--- src/hw/urx_params.svh ---
/*
 Constants of the receive block: register offsets, bit positions,
 reset values and oversampling counts. Assumes a 32-bit APB map.
*/
`ifndef URX_PARAMS_SVH
`define URX_PARAMS_SVH
`define URX_OFF_DATA      8'h00
`define URX_OFF_STATUS    8'h04
`define URX_OFF_CTRL_B    8'h08
`define URX_OFF_CTRL_C    8'h0C
`define URX_STAT_RXC      7
`define URX_STAT_FERR     4
`define URX_STAT_OVR      3
`define URX_STAT_PERR     2
`define URX_STAT_DBL      1
`define URX_CTRLB_RXIE    7
`define URX_CTRLB_RECEIVER_ENABLE_BIT    4
`define URX_CTRLB_MASK    8'h90
`define URX_CTRLC_PEN     5
`define URX_CTRLC_PODD    4
`define URX_CTRLC_STOP2   3
`define URX_CTRLC_MASK    8'h3E
`define URX_CTRLB_RST     8'h00
`define URX_CTRLC_RST     8'h06
`define URX_DBL_RST       1'b0
`define URX_ENT_W         11
`define URX_ENT_FERR      8
`define URX_ENT_OVR       9
`define URX_ENT_PERR      10
`define URX_SPB_NORM      5'h10
`define URX_SPB_DBL       5'h08
`define URX_MIN_BITS      3'h4
`endif

--- src/hw/urx_pkg.sv ---
/*
 Types and shared helpers of the receive block.
 Assumes urx_params.svh is included by the users of the constants.
*/
package urx_pkg;
  typedef enum logic [2:0] {
    RX_IDLE, RX_START, RX_DATA, RX_PAR, RX_STOP
  } urx_state_t;

  // Two of three wins
  function automatic logic majority(input logic [2:0] v);
    majority = (v[0] & v[1]) | (v[1] & v[2]) | (v[0] & v[2]);
  endfunction : majority
endpackage : urx_pkg

--- src/hw/urx_sync.sv ---
/*
 Two-stage synchroniser for the receive pin.
 Assumes an idle-high line; resets to the idle level.
*/
`timescale 1ns/1ps
`default_nettype none
module urx_sync (
  // Clock and reset
  input  wire logic pclk,
  input  wire logic presetn,
  input  wire logic ce,
  // Pin in, synchronised out
  input  wire logic d,
  output logic      q
);
  logic meta_q;

  always_ff @(posedge pclk or negedge presetn) begin
    if (!presetn) begin
      meta_q <= 1'b1;
      q      <= 1'b1;
    end else if (ce) begin
      meta_q <= d;
      q      <= meta_q;
    end
  end
endmodule : urx_sync
`default_nettype wire

--- src/hw/urx_fifo.sv ---
/*
 Two-entry receive buffer holding a character with its error flags.
 Assumes the caller never pushes while full.
*/
`timescale 1ns/1ps
`default_nettype none
`include "urx_params.svh"
module urx_fifo (
  // Clock and reset
  input  wire logic                 pclk,
  input  wire logic                 presetn,
  input  wire logic                 ce,
  // Control
  input  wire logic                 flush,
  input  wire logic                 push,
  input  wire logic [`URX_ENT_W-1:0] push_data,
  input  wire logic                 pop,
  // State
  output logic [`URX_ENT_W-1:0]     head,
  output logic                      empty,
  output logic                      full
);
  logic [`URX_ENT_W-1:0] mem [2];
  logic                  wp_q;
  logic                  rp_q;
  logic [1:0]            cnt_q;

  assign empty = (cnt_q == 2'h0);
  assign full  = (cnt_q == 2'h2);
  assign head  = empty ? '0 : mem[rp_q];

  always_ff @(posedge pclk or negedge presetn) begin
    if (!presetn) begin
      wp_q  <= 1'b0;
      rp_q  <= 1'b0;
      cnt_q <= 2'h0;
    end else if (ce) begin
      if (flush) begin
        wp_q  <= 1'b0;
        rp_q  <= 1'b0;
        cnt_q <= 2'h0;
      end else begin
        if (push && !full)
          wp_q <= ~wp_q;
        if (pop && !empty)
          rp_q <= ~rp_q;
        cnt_q <= cnt_q + {1'b0, push && !full} - {1'b0, pop && !empty};
      end
    end
  end

  always_ff @(posedge pclk) begin
    if (ce && push && !full && !flush)
      mem[wp_q] <= push_data;
  end
endmodule : urx_fifo
`default_nettype wire

--- src/hw/urx_top.sv ---
/*
 Receive side of a serial port: start detection by oversampling,
 majority voting, parity check, two-entry buffer with error flags,
 APB register access and the receive-complete interrupt request.
 Assumes sample_tick pulses one pclk cycle at 16x (or 8x) baud and
 comes from logic on pclk; rxd comes from the pin.
*/
// Decided for this implementation: the register addresses and register access over APB.
`timescale 1ns/1ps
`default_nettype none
`include "urx_params.svh"
module urx_top (
  // Clock, reset, clock enable
  input  wire logic        pclk,
  input  wire logic        presetn,
  input  wire logic        ce,
  // APB slave
  input  wire logic        psel,
  input  wire logic        penable,
  input  wire logic        pwrite,
  input  wire logic [7:0]  paddr,
  input  wire logic [31:0] pwdata,
  output logic [31:0]      prdata,
  output logic             pready,
  output logic             pslverr,
  // Serial side
  input  wire logic        rxd,
  input  wire logic        sample_tick,
  output logic             rxd_owned,
  // Interrupt
  input  wire logic        global_irq_en,
  output logic             rx_irq
);
  urx_pkg::urx_state_t    st_q;
  logic [7:0]             ctrl_b_q;
  logic [7:0]             ctrl_c_q;
  logic                   dbl_q;
  logic                   ack_q;
  logic                   rxd_s;
  logic                   prev_q;
  logic [4:0]             cnt_q;
  logic [2:0]             bidx_q;
  logic [1:0]             v_q;
  logic [7:0]             sh_q;
  logic                   pbit_q;
  logic                   pen_q;
  logic                   done_q;
  logic [`URX_ENT_W-1:0]  new_q;
  logic [`URX_ENT_W-1:0]  hold_ent_q;
  logic                   hold_q;
  logic                   ovr_pend_q;
  logic [`URX_ENT_W-1:0]  head;
  logic [`URX_ENT_W-1:0]  push_data;
  logic                   fifo_empty;
  logic                   fifo_full;

  // Bus decode
  logic rx_en;
  logic acc;
  logic xfer;
  logic mapped;
  logic pop;
  logic wr_stat;
  assign rx_en  = ctrl_b_q[`URX_CTRLB_RECEIVER_ENABLE_BIT];
  assign acc    = psel && penable;
  assign xfer   = acc && ack_q;
  assign mapped = (paddr == `URX_OFF_DATA) || (paddr == `URX_OFF_STATUS) ||
                  (paddr == `URX_OFF_CTRL_B) || (paddr == `URX_OFF_CTRL_C);
  assign pready  = ack_q;
  assign pslverr = ack_q && !mapped;
  assign pop     = ce && xfer && !pwrite && (paddr == `URX_OFF_DATA);
  assign wr_stat = ce && xfer && pwrite && (paddr == `URX_OFF_STATUS);

  // Sampling geometry
  logic [4:0] spb;
  logic [4:0] vote_first;
  logic [4:0] vote_last;
  logic [2:0] last_bit;
  logic       tk;
  logic       vote_now;
  logic       start_edge;
  assign spb        = dbl_q ? `URX_SPB_DBL : `URX_SPB_NORM;
  assign vote_first = spb >> 1;
  assign vote_last  = vote_first + 5'h02;
  assign last_bit   = {1'b0, ctrl_c_q[2:1]} + `URX_MIN_BITS;
  assign tk         = ce && rx_en && sample_tick;
  assign vote_now   = urx_pkg::majority({v_q, rxd_s});
  assign start_edge = tk && (st_q == urx_pkg::RX_IDLE) && prev_q && !rxd_s;

  urx_sync u_sync (
    .pclk    (pclk),
    .presetn (presetn),
    .ce      (ce),
    .d       (rxd),
    .q       (rxd_s)
  );

  // Registers and the one-wait-state answer
  always_ff @(posedge pclk or negedge presetn) begin
    if (!presetn) begin
      ack_q <= 1'b0;
    end else if (ce) begin
      ack_q <= acc && !ack_q;
    end
  end

  always_ff @(posedge pclk or negedge presetn) begin
    if (!presetn) begin
      ctrl_b_q <= `URX_CTRLB_RST;
      ctrl_c_q <= `URX_CTRLC_RST;
      dbl_q    <= `URX_DBL_RST;
    end else if (ce && xfer && pwrite) begin
      if (paddr == `URX_OFF_CTRL_B)
        ctrl_b_q <= pwdata[7:0] & `URX_CTRLB_MASK;
      if (paddr == `URX_OFF_CTRL_C)
        ctrl_c_q <= pwdata[7:0] & `URX_CTRLC_MASK;
      // Only the speed bit is writable here; error flags ignore writes
      if (wr_stat)
        dbl_q <= pwdata[`URX_STAT_DBL];
    end
  end

  always_ff @(posedge pclk or negedge presetn) begin
    if (!presetn) begin
      prdata <= 32'h0000_0000;
    end else if (ce && acc && !ack_q) begin
      prdata <= 32'h0000_0000;
      unique case (paddr)
        `URX_OFF_DATA:   prdata[7:0] <= head[7:0];
        `URX_OFF_STATUS: begin
          prdata[`URX_STAT_RXC]  <= !fifo_empty;
          prdata[`URX_STAT_FERR] <= head[`URX_ENT_FERR];
          prdata[`URX_STAT_OVR]  <= head[`URX_ENT_OVR];
          prdata[`URX_STAT_PERR] <= head[`URX_ENT_PERR];
          prdata[`URX_STAT_DBL]  <= dbl_q;
        end
        `URX_OFF_CTRL_B: prdata[7:0] <= ctrl_b_q;
        `URX_OFF_CTRL_C: prdata[7:0] <= ctrl_c_q;
        default:         prdata <= 32'h0000_0000;
      endcase
    end
  end

  // Start detection and bit recovery
  always_ff @(posedge pclk or negedge presetn) begin
    if (!presetn) begin
      prev_q <= 1'b1;
    end else if (ce && (sample_tick || !rx_en)) begin
      prev_q <= rx_en && rxd_s; // Low while off avoids a false start
    end
  end

  always_ff @(posedge pclk or negedge presetn) begin
    if (!presetn) begin
      st_q   <= urx_pkg::RX_IDLE;
      cnt_q  <= 5'h00;
      bidx_q <= 3'h0;
      v_q    <= 2'h0;
    end else if (ce) begin
      if (!rx_en) begin
        st_q  <= urx_pkg::RX_IDLE;
        cnt_q <= 5'h00;
      end else if (tk) begin
        if (st_q == urx_pkg::RX_IDLE) begin
          if (start_edge) begin
            st_q  <= urx_pkg::RX_START;
            cnt_q <= 5'h02; // Counts the sample the next tick takes
          end
        end else begin
          cnt_q <= (cnt_q == spb) ? 5'h01 : cnt_q + 5'h01;
          if (cnt_q >= vote_first && cnt_q < vote_last)
            v_q <= {v_q[0], rxd_s};
          if (cnt_q == vote_last) begin
            unique case (st_q)
              urx_pkg::RX_START: begin
                // Noise spikes shorter than half a bit are dropped
                st_q   <= vote_now ? urx_pkg::RX_IDLE
                                   : urx_pkg::RX_DATA;
                bidx_q <= 3'h0;
              end
              urx_pkg::RX_DATA: begin
                bidx_q <= bidx_q + 3'h1;
                if (bidx_q == last_bit)
                  st_q <= ctrl_c_q[`URX_CTRLC_PEN] ? urx_pkg::RX_PAR
                                                   : urx_pkg::RX_STOP;
              end
              urx_pkg::RX_PAR:  st_q <= urx_pkg::RX_STOP;
              // Ending at the centre lets the next start follow at once
              urx_pkg::RX_STOP: st_q <= urx_pkg::RX_IDLE;
              default:          st_q <= urx_pkg::RX_IDLE;
            endcase
          end
        end
      end
    end
  end

  // Frame assembly
  logic decide;
  logic perr_c;
  assign decide = tk && (st_q != urx_pkg::RX_IDLE) && (cnt_q == vote_last);
  assign perr_c = pen_q &&
                  ((^sh_q ^ pbit_q) != ctrl_c_q[`URX_CTRLC_PODD]);

  always_ff @(posedge pclk or negedge presetn) begin
    if (!presetn) begin
      sh_q   <= 8'h00;
      pbit_q <= 1'b0;
      pen_q  <= 1'b0;
      done_q <= 1'b0;
      new_q  <= '0;
    end else if (ce) begin
      done_q <= 1'b0;
      if (start_edge)
        sh_q <= 8'h00;
      if (decide && st_q == urx_pkg::RX_DATA) begin
        sh_q[bidx_q] <= vote_now;
        if (bidx_q == last_bit)
          pen_q <= ctrl_c_q[`URX_CTRLC_PEN];
      end
      if (decide && st_q == urx_pkg::RX_PAR)
        pbit_q <= vote_now;
      if (decide && st_q == urx_pkg::RX_STOP) begin
        done_q                <= 1'b1;
        new_q[7:0]            <= sh_q;
        new_q[`URX_ENT_FERR]  <= !vote_now;
        new_q[`URX_ENT_OVR]   <= 1'b0;
        new_q[`URX_ENT_PERR]  <= perr_c;
      end
    end
  end

  // Shift-register hold stage and overrun
  logic push_hold;
  logic push_new;
  logic push;
  logic ovr_event;
  assign push_hold = hold_q && !fifo_full;
  assign push_new  = done_q && !hold_q && !fifo_full;
  assign push      = rx_en && (push_hold || push_new);
  assign ovr_event = start_edge && hold_q && fifo_full;

  always_comb begin
    push_data              = push_hold ? hold_ent_q : new_q;
    push_data[`URX_ENT_OVR] = ovr_pend_q;
  end

  always_ff @(posedge pclk or negedge presetn) begin
    if (!presetn) begin
      hold_q     <= 1'b0;
      hold_ent_q <= '0;
      ovr_pend_q <= 1'b0;
    end else if (ce) begin
      if (!rx_en) begin
        hold_q     <= 1'b0;
        ovr_pend_q <= 1'b0;
      end else begin
        if (done_q && !push_new) begin
          hold_q     <= 1'b1;
          hold_ent_q <= new_q;
        end else if (push_hold || ovr_event) begin
          hold_q <= 1'b0;
        end
        if (ovr_event)
          ovr_pend_q <= 1'b1;
        else if (push)
          ovr_pend_q <= 1'b0;
      end
    end
  end

  urx_fifo u_fifo (
    .pclk      (pclk),
    .presetn   (presetn),
    .ce        (ce),
    .flush     (!rx_en),
    .push      (push),
    .push_data (push_data),
    .pop       (pop),
    .head      (head),
    .empty     (fifo_empty),
    .full      (fifo_full)
  );

  // Pin ownership and interrupt request
  assign rxd_owned = rx_en;
  assign rx_irq    = ctrl_b_q[`URX_CTRLB_RXIE] && global_irq_en &&
                     !fifo_empty;
endmodule : urx_top
`default_nettype wire

--- config.mk ---
export PLATFORM = sky130hd
export DESIGN_NAME = urx_top
export DESIGN_NICKNAME = d
export VERILOG_FILES = /design/src/hw/urx_pkg.sv /design/src/hw/urx_sync.sv /design/src/hw/urx_fifo.sv /design/src/hw/urx_top.sv
export VERILOG_INCLUDE_DIRS = /design/src /design/src/hw
export SDC_FILE = /design/constraint.sdc
export NUM_CORES = 1
export LEC_CHECK = 0
export ABC_AREA = 1
export BUFFER_PORTS_ARGS = -buffer_cell sky130_fd_sc_hd__buf_4
export CAP_MARGIN = 30
export CELL_PAD_IN_SITES_DETAIL_PLACEMENT = 1
export CELL_PAD_IN_SITES_GLOBAL_PLACEMENT = 2
export CORE_MARGIN = 5
export CORE_UTILIZATION = 35
export CTS_CLUSTER_SIZE = 30
export DETAILED_ROUTE_END_ITERATION = 8
export PLACE_DENSITY = 0.91
export SLEW_MARGIN = 20
export SYNTH_ARGS = -nofsm -noshare
export SYNTH_HDL_FRONTEND = slang
export SYNTH_HIERARCHICAL = 1
export SYNTH_SLANG_ARGS = --single-unit
export TNS_END_PERCENT = 1
--- constraint.sdc ---
create_clock -name pclk -period 4.5 [get_ports pclk]
set_input_delay 1.35 -clock pclk [delete_from_list [all_inputs] [get_ports pclk]]
set_output_delay 1.35 -clock pclk [all_outputs]
set_load 0.01 [all_outputs]
==> results of run 1 <==
==> state kept, by name, summed over array words and instances, names as in the netlist, 3 cells and up <==
name	cells
sh_q	8
st_q	3
hold_ent_q	10
new_q	10
prdata	8
bidx_q	3
cnt_q	5
u_fifo/mem	22
ctrl_c_q	5
==> synthesized netlist by cell type (all sizes together) <==
library cell	instances	share of area
nand3	39	0.041
nand2	222	0.17
a21oi	13	0.013
nor3b	1	0.0015
xor2	5	0.0087
nand4	10	0.014
clkinv	3	0.0032
nor4	1	0.0012
nor2	42	0.042
inv	81	0.061
conb	1	0.00075
edfxtp	22	0.13
dfstp	5	0.026
clkbuf	4	0.0030
a22o	2	0.0035
nor3	5	0.0060
o22ai	1	0.0012
buf	32	0.048
o211ai	1	0.0015
dfrtp	65	0.32
xnor2	3	0.0052
o21ai	70	0.076
ha	8	0.020
==> kinds of logic after synthesis <==
group,after synthesis
other,1
AO/OA/AOI/OAI,87
flip-flops,92
AND/OR/NAND/NOR,320
adder cells (fa/ha/maj),8
XOR/XNOR,8
buffers and inverters,120
==> report_power, final <==
part	internal, mW	switching (mW)	total (mW)
Sequential	0.912	0.0652	0.977
Combinational	0.127	0.290	0.417
Clock	0.394	0.358	0.752
==> metal layers <==
layer | GRT usage | part of all wire
met5 | 0 | 0
met4 | 0.0434 | 0.010
met3 | 0.0401 | 0.051
met2 | 0.266 | 0.51
met1 | 0.174 | 0.43
==> layout by cell type, fill, tap and decap left out, types with 2 or more instances in the layout <==
| cell type | count |
|---|---|
| dfstp_2 | 5 |
| inv_1 | 75 |
| ha_1 | 8 |
| a21oi_1 | 13 |
| nor3_1 | 4 |
| buf_4 | 34 |
| inv_6 | 3 |
| inv_8 | 2 |
| o21ai_2 | 8 |
| nand2_1 | 218 |
| xor2_1 | 5 |
| clkinv_4 | 2 |
| nor2_4 | 3 |
| nand4_1 | 9 |
| o21ai_1 | 11 |
| nand3_1 | 37 |
| clkbuf_16 | 9 |
| edfxtp_1 | 22 |
| a22o_1 | 2 |
| conb_1 | 24 |
| nand2_2 | 3 |
| nor2_2 | 6 |
| nand3_2 | 2 |
| clkinv_1 | 2 |
| dfrtp_1 | 65 |
| o21ai_0 | 51 |
| inv_2 | 6 |
| xnor2_1 | 3 |
| nor2_1 | 32 |
==> how the worst max path moves through the flow <==
stage	to	slack, ps	depth (start not counted)
global route	pslverr	910	6
CTS	pslverr	1000	6
finish	pslverr	1010	6
floorplan	pslverr	1340	4
detailed placement	pslverr	1000	6
global placement	pslverr	1050	6
==> metrics by stage <==
step                hold WS, ps  utilization
floorplan                   439            -
global placement            449        0.381
detailed placement          460        0.381
CTS                         470        0.403
global route                493        0.405
finish                      464        0.405
==> critical path: cells and delay by family <==
kind,cells,cell delay [ps]
AO/OA/AOI/OAI,1,190
AND/OR/NAND/NOR,2,290
buffers and inverters,3,300
==> area by class of cell <==
cell class / count / area share
tap: 180 / 0.0398
inverter: 84 / 0.0566
clock buffer: 9 / 0.0398
multi-input combinational: 447 / 0.374
timing repair buffer: 35 / 0.0500
sequential: 92 / 0.427
clock inverter: 7 / 0.0130
==> flow_metrics.py, run 1 <==
metrics = {
    "placement": {
        "portBuffers": 34,
        "gp_congestion": 0.809,
        "placedInstanceArea_um2": 5330,
        "hpwl_mm": 8.86,
        "dp_cells": 837,
        "pre_cts_slack_ps": 997,
    },
    "pwr": {
        "p_total_mw": 2.15,
        "ir_worst_vdd_uv": 175,
        "power.leakage_nw": 2.76,
        "power.density_nw_per_um2": 379,
    },
    "worst_setup_path": {
        "worst_r2r_path_depth": 4,
        "crit_start": "paddr[7]",
        "crit_type": "primary input to output port",
        "path_max_fanout": 5,
        "worstReg2RegStart": "ctrl_b_q[4]",
        "end_kind": "output port",
        "crit_chain": "buf_4, nor2_1, nand3_1, o21ai_0, inv_1, buf_4",
        "r2r_slack_ps": 1930,
        "slowest_stage": "o21ai_0",
        "r2r_end": "u_fifo/mem[1][0]",
        "arrival_ps": 2140,
        "crit_required_ps": 3150,
        "crit_top_cell": "buf_4",
        "slowest_delay_ps": 190,
        "startpoint_type": "primary input",
    },
    "detailed_routing": {
        "drt-total-wl_mm": 11.6,
        "drc": 0,
        "vias_per_cell": 4.70,
        "wire_per_inst_um": 13.6,
        "first_pass_iters": 4,
        "ant_nets": 0,
        "drtIter0Drc": 149,
        "num_vias": 4013,
    },
    "layout": {
        "diodes": 0,
        "fill_cells": 1747,
        "area_growth_pct": 12.7,
        "fin_cells": 854,
        "drive_gt1_frac": 0.132,
        "layout.nets": 726,
        "multi_input_area_um2": 2110,
        "final-seq-area_um2": 2420,
        "stdcell_area_um2": 5660,
    },
    "timing": {
        "fmax_mhz": 286,
        "tightest_slew_ps": 888,
        "setup_viol": 0,
        "finalCritPeriodShare": 0.776,
        "slew_headroom": 0.406,
        "period_minus_slack_ps": 3490,
        "fin_skew_ps": 7.99,
        "drv_slew": 0,
        "fin_setup_tns_ps": 0,
        "rsz0062_at_grt": "no",
        "hold_viol": 0,
        "fin_ws_ps": 1010,
    },
    "global_route": {
        "grt_antenna_before_repair": 0,
        "grt_start_max_net_pins": 71,
        "grt_pass1_wl_mm": 20.0,
        "grt_util_all_layers": 0.148,
        "grt_pass1_vias": 4244,
        "overflow": 0,
    },
    "cts": {
        "h-tree-depth": 3,
        "cts-resized-gates": 0,
        "cts_buffer_depth": 2,
        "clock-sinks": 92,
        "clk_latency_ps": 350,
        "cts_buffers": 9,
        "cts_tree": "built",
        "clk_pin_slew_worst_paths_ps": 70,
        "cts_hold_buffers": 0,
        "postCtsSetupBuffers": 0,
        "root_buffer": "clkbuf_16",
    },
    "logic_synthesis": {
        "synth_adder_area_share": 0.0199,
        "synth_simple_gate_area_frac": 0.274,
        "synthDistinctLibCells": 37,
        "yosys-mux-area-fraction": 0,
        "yosys.area_share.xor_xnor": 0.0140,
        "syn-cell-area_um2": 5020,
        "syn_inst": 636,
        "synth.avg_cell_area_um2": 7.89,
        "synth_seq_cells": 92,
        "synth-warning-count": 6,
        "synth_top_family_by_area": "simple AND/OR/NAND/NOR gates",
        "synth_compound_area_frac": 0.0949,
        "synth_seq_area_share": 0.482,
    },
    "hold_path": {
        "holdPathEnd": "u_sync/q",
        "whs_path_depth": 2,
        "hold_start": "u_sync/q",
        "hold_path_class": "flop to flop",
    },
    "outcome": {
        "outcome": "complete, no violations",
    },
    "floorplan": {
        "io_pins": 85,
        "die_h_um": 130,
        "die_w_um": 130,
        "die_area_um2": 16800,
        "rows": 43,
        "core_area_um2": 14000,
        "start_util": 0.359,
    },
    "flow_run": {
        "cap_violations": 0,
    },
}
Power figures use the tool's default switching activity.
==> inputs of run 2 (changes only) <==
Settings changed: CORE_UTILIZATION 35 to 33, PLACE_DENSITY 0.91 to 0.86.
Clock period 4.5 ns to 3.6 ns, I/O delays scaled along.
==> flow_metrics.py, run 2 (synthesis gave the netlist of run 1 again) <==
metrics = {
    "cts": {
        "clock-sinks": 92,
        "cts_buffers": 9,
        "root_buffer": "clkbuf_16",
        "cts_buffer_depth": 2,
        "cts_tree": "built",
        "postCtsSetupBuffers": 0,
        "cts_hold_buffers": 0,
        "cts-resized-gates": 0,
        "h-tree-depth": 3,
        "clk_latency_ps": 340,
        "clk_pin_slew_worst_paths_ps": 60,
    },
    "detailed_routing": {
        "ant_nets": 0,
        "drt-total-wl_mm": 11.9,
        "wire_per_inst_um": 13.7,
        "drc": 0,
        "num_vias": 4042,
        "first_pass_iters": 4,
        "vias_per_cell": 4.67,
        "drtIter0Drc": 162,
    },
    "layout": {
        "layout.nets": 729,
        "largest_register_ffs": 22,
        "final-seq-area_um2": 2420,
        "top_register": "u_fifo/mem",
        "reg_top3": "u_fifo/mem x22, hold_ent_q x10, new_q x10",
        "fill_cells": 1864,
        "final_cell_mix": "nand2_1, inv_1, dfrtp_1",
        "multi_input_area_um2": 2110,
        "area_growth_pct": 12.7,
        "final_common_cell": "nand2_1",
        "drive_gt1_frac": 0.129,
        "diodes": 0,
    },
    "floorplan": {
        "start_util": 0.333,
        "die_area_um2": 17800,
        "die_w_um": 133,
        "core_area_um2": 15100,
        "rows": 45,
        "io_pins": 85,
        "die_h_um": 133,
    },
    "placement": {
        "hpwl_mm": 9.19,
        "pre_cts_slack_ps": 654,
        "gp_congestion": 0.815,
        "portBuffers": 34,
    },
    "pwr": {
        "ir_worst_vdd_uv": 208,
        "power.density_nw_per_um2": 463,
        "power.leakage_nw": 2.76,
        "p_total_mw": 2.62,
    },
    "timing": {
        "hold_viol": 0,
        "slew_headroom": 0.624,
        "finalCritPeriodShare": 0.814,
        "fin_ws_ps": 671,
        "fmax_mhz": 341,
        "drv_slew": 0,
        "fin_skew_ps": 6.31,
        "hold_ws_ps": 468,
        "setup_viol": 0,
        "period_minus_slack_ps": 2930,
        "fin_setup_tns_ps": 0,
        "tightest_slew_ps": 563,
        "rsz0062_at_grt": "no",
    },
    "global_route": {
        "grt_antenna_before_repair": 0,
        "grt_pass1_vias": 4270,
        "grt_pass1_wl_mm": 20.3,
        "grt_util_all_layers": 0.140,
        "grt_start_max_net_pins": 71,
        "overflow": 0,
    },
    "worst_setup_path": {
        "crit_top_cell": "buf_4",
        "arrival_ps": 1850,
        "crit_type": "primary input to output port",
        "slowest_delay_ps": 200,
        "end_kind": "output port",
        "startpoint_type": "primary input",
        "crit_start": "paddr[7]",
        "crit_chain": "buf_4, nor2_1, nand3_1, o21ai_0, inv_1, buf_4",
        "worstReg2RegStart": "ctrl_b_q[4]",
        "cpLargestDelayFamily": "buffers and inverters",
        "slowest_stage": "o21ai_0",
        "path_max_fanout": 5,
        "timing.critical_path.buf_inv": 3,
        "crit_required_ps": 2520,
    },
    "outcome": {
        "outcome": "complete, no violations",
    },
    "hold_path": {
        "hold_path_class": "flop to flop",
        "hold_start": "u_sync/meta_q",
    },
    "flow_run": {
        "cap_violations": 0,
    },
}
==> run 2: cell types whose count changed in the layout (fill, tap and decap cells not counted), moves of 2 or more <==
cell      change
clkbuf_1      +4
inv_6         -3
inv_8         -2
buf_4         +3
==> run 2: final timing paths <==
kind,end,slack (ps),depth (start not counted)
min in group asynchronous,ctrl_c_q[4],660,1
max in group asynchronous,ctrl_c_q[2],2330,2
worst min register to register,u_sync/q,470,2
worst min-delay path,u_sync/q,470,2
worst max register to register,u_fifo/cnt_q[0],1280,8
worst max-delay path,pslverr,670,6
==> run 2: metrics by stage <==
step	instances	util	cell area, um2
after floorplan	659	-	5110
after global placement	846	0.354	5350
after detailed placement	847	0.355	5360
after CTS	863	0.373	5620
after global routing	865	0.375	5660
final	865	0.375	5660
==> run 2: area by class of cell <==
cell class,instances,area share
sequential,92,0.428
multi-input combinational,447,0.373
inverter,84,0.0566
timing repair buffer,38,0.0540
clock buffer,14,0.0449
tap,188,0.0416
clock inverter,2,0.00199
==> run 2: layer usage <==
metal,global-route usage,wire (um),vias up,share of wire
met5,0,0,-,0
met4,0.0526,228,0,0.019
met3,0.0268,431,16,0.036
met2,0.242,5840,50,0.49
met1,0.173,5360,1938,0.45
li1,-,-,2038,-
==> run 2: worst register-to-register path: cells and delay by family, from the launching register on <==
| kind | cells | cell delay [ps] |
|---|---|---|
| fa+ha+maj | 2 | 540 |
| buf+inv | 2 | 500 |
| compound gates | 1 | 70 |
| simple gates | 3 | 480 |
| flops | 1 | 600 |
==> run 2: power breakdown <==
part / internal [mW] / switching, mW
Sequential: 1.14 / 0.0819
Combinational: 0.160 / 0.363
Clock: 0.488 / 0.385
Total: 1.79 / 0.830
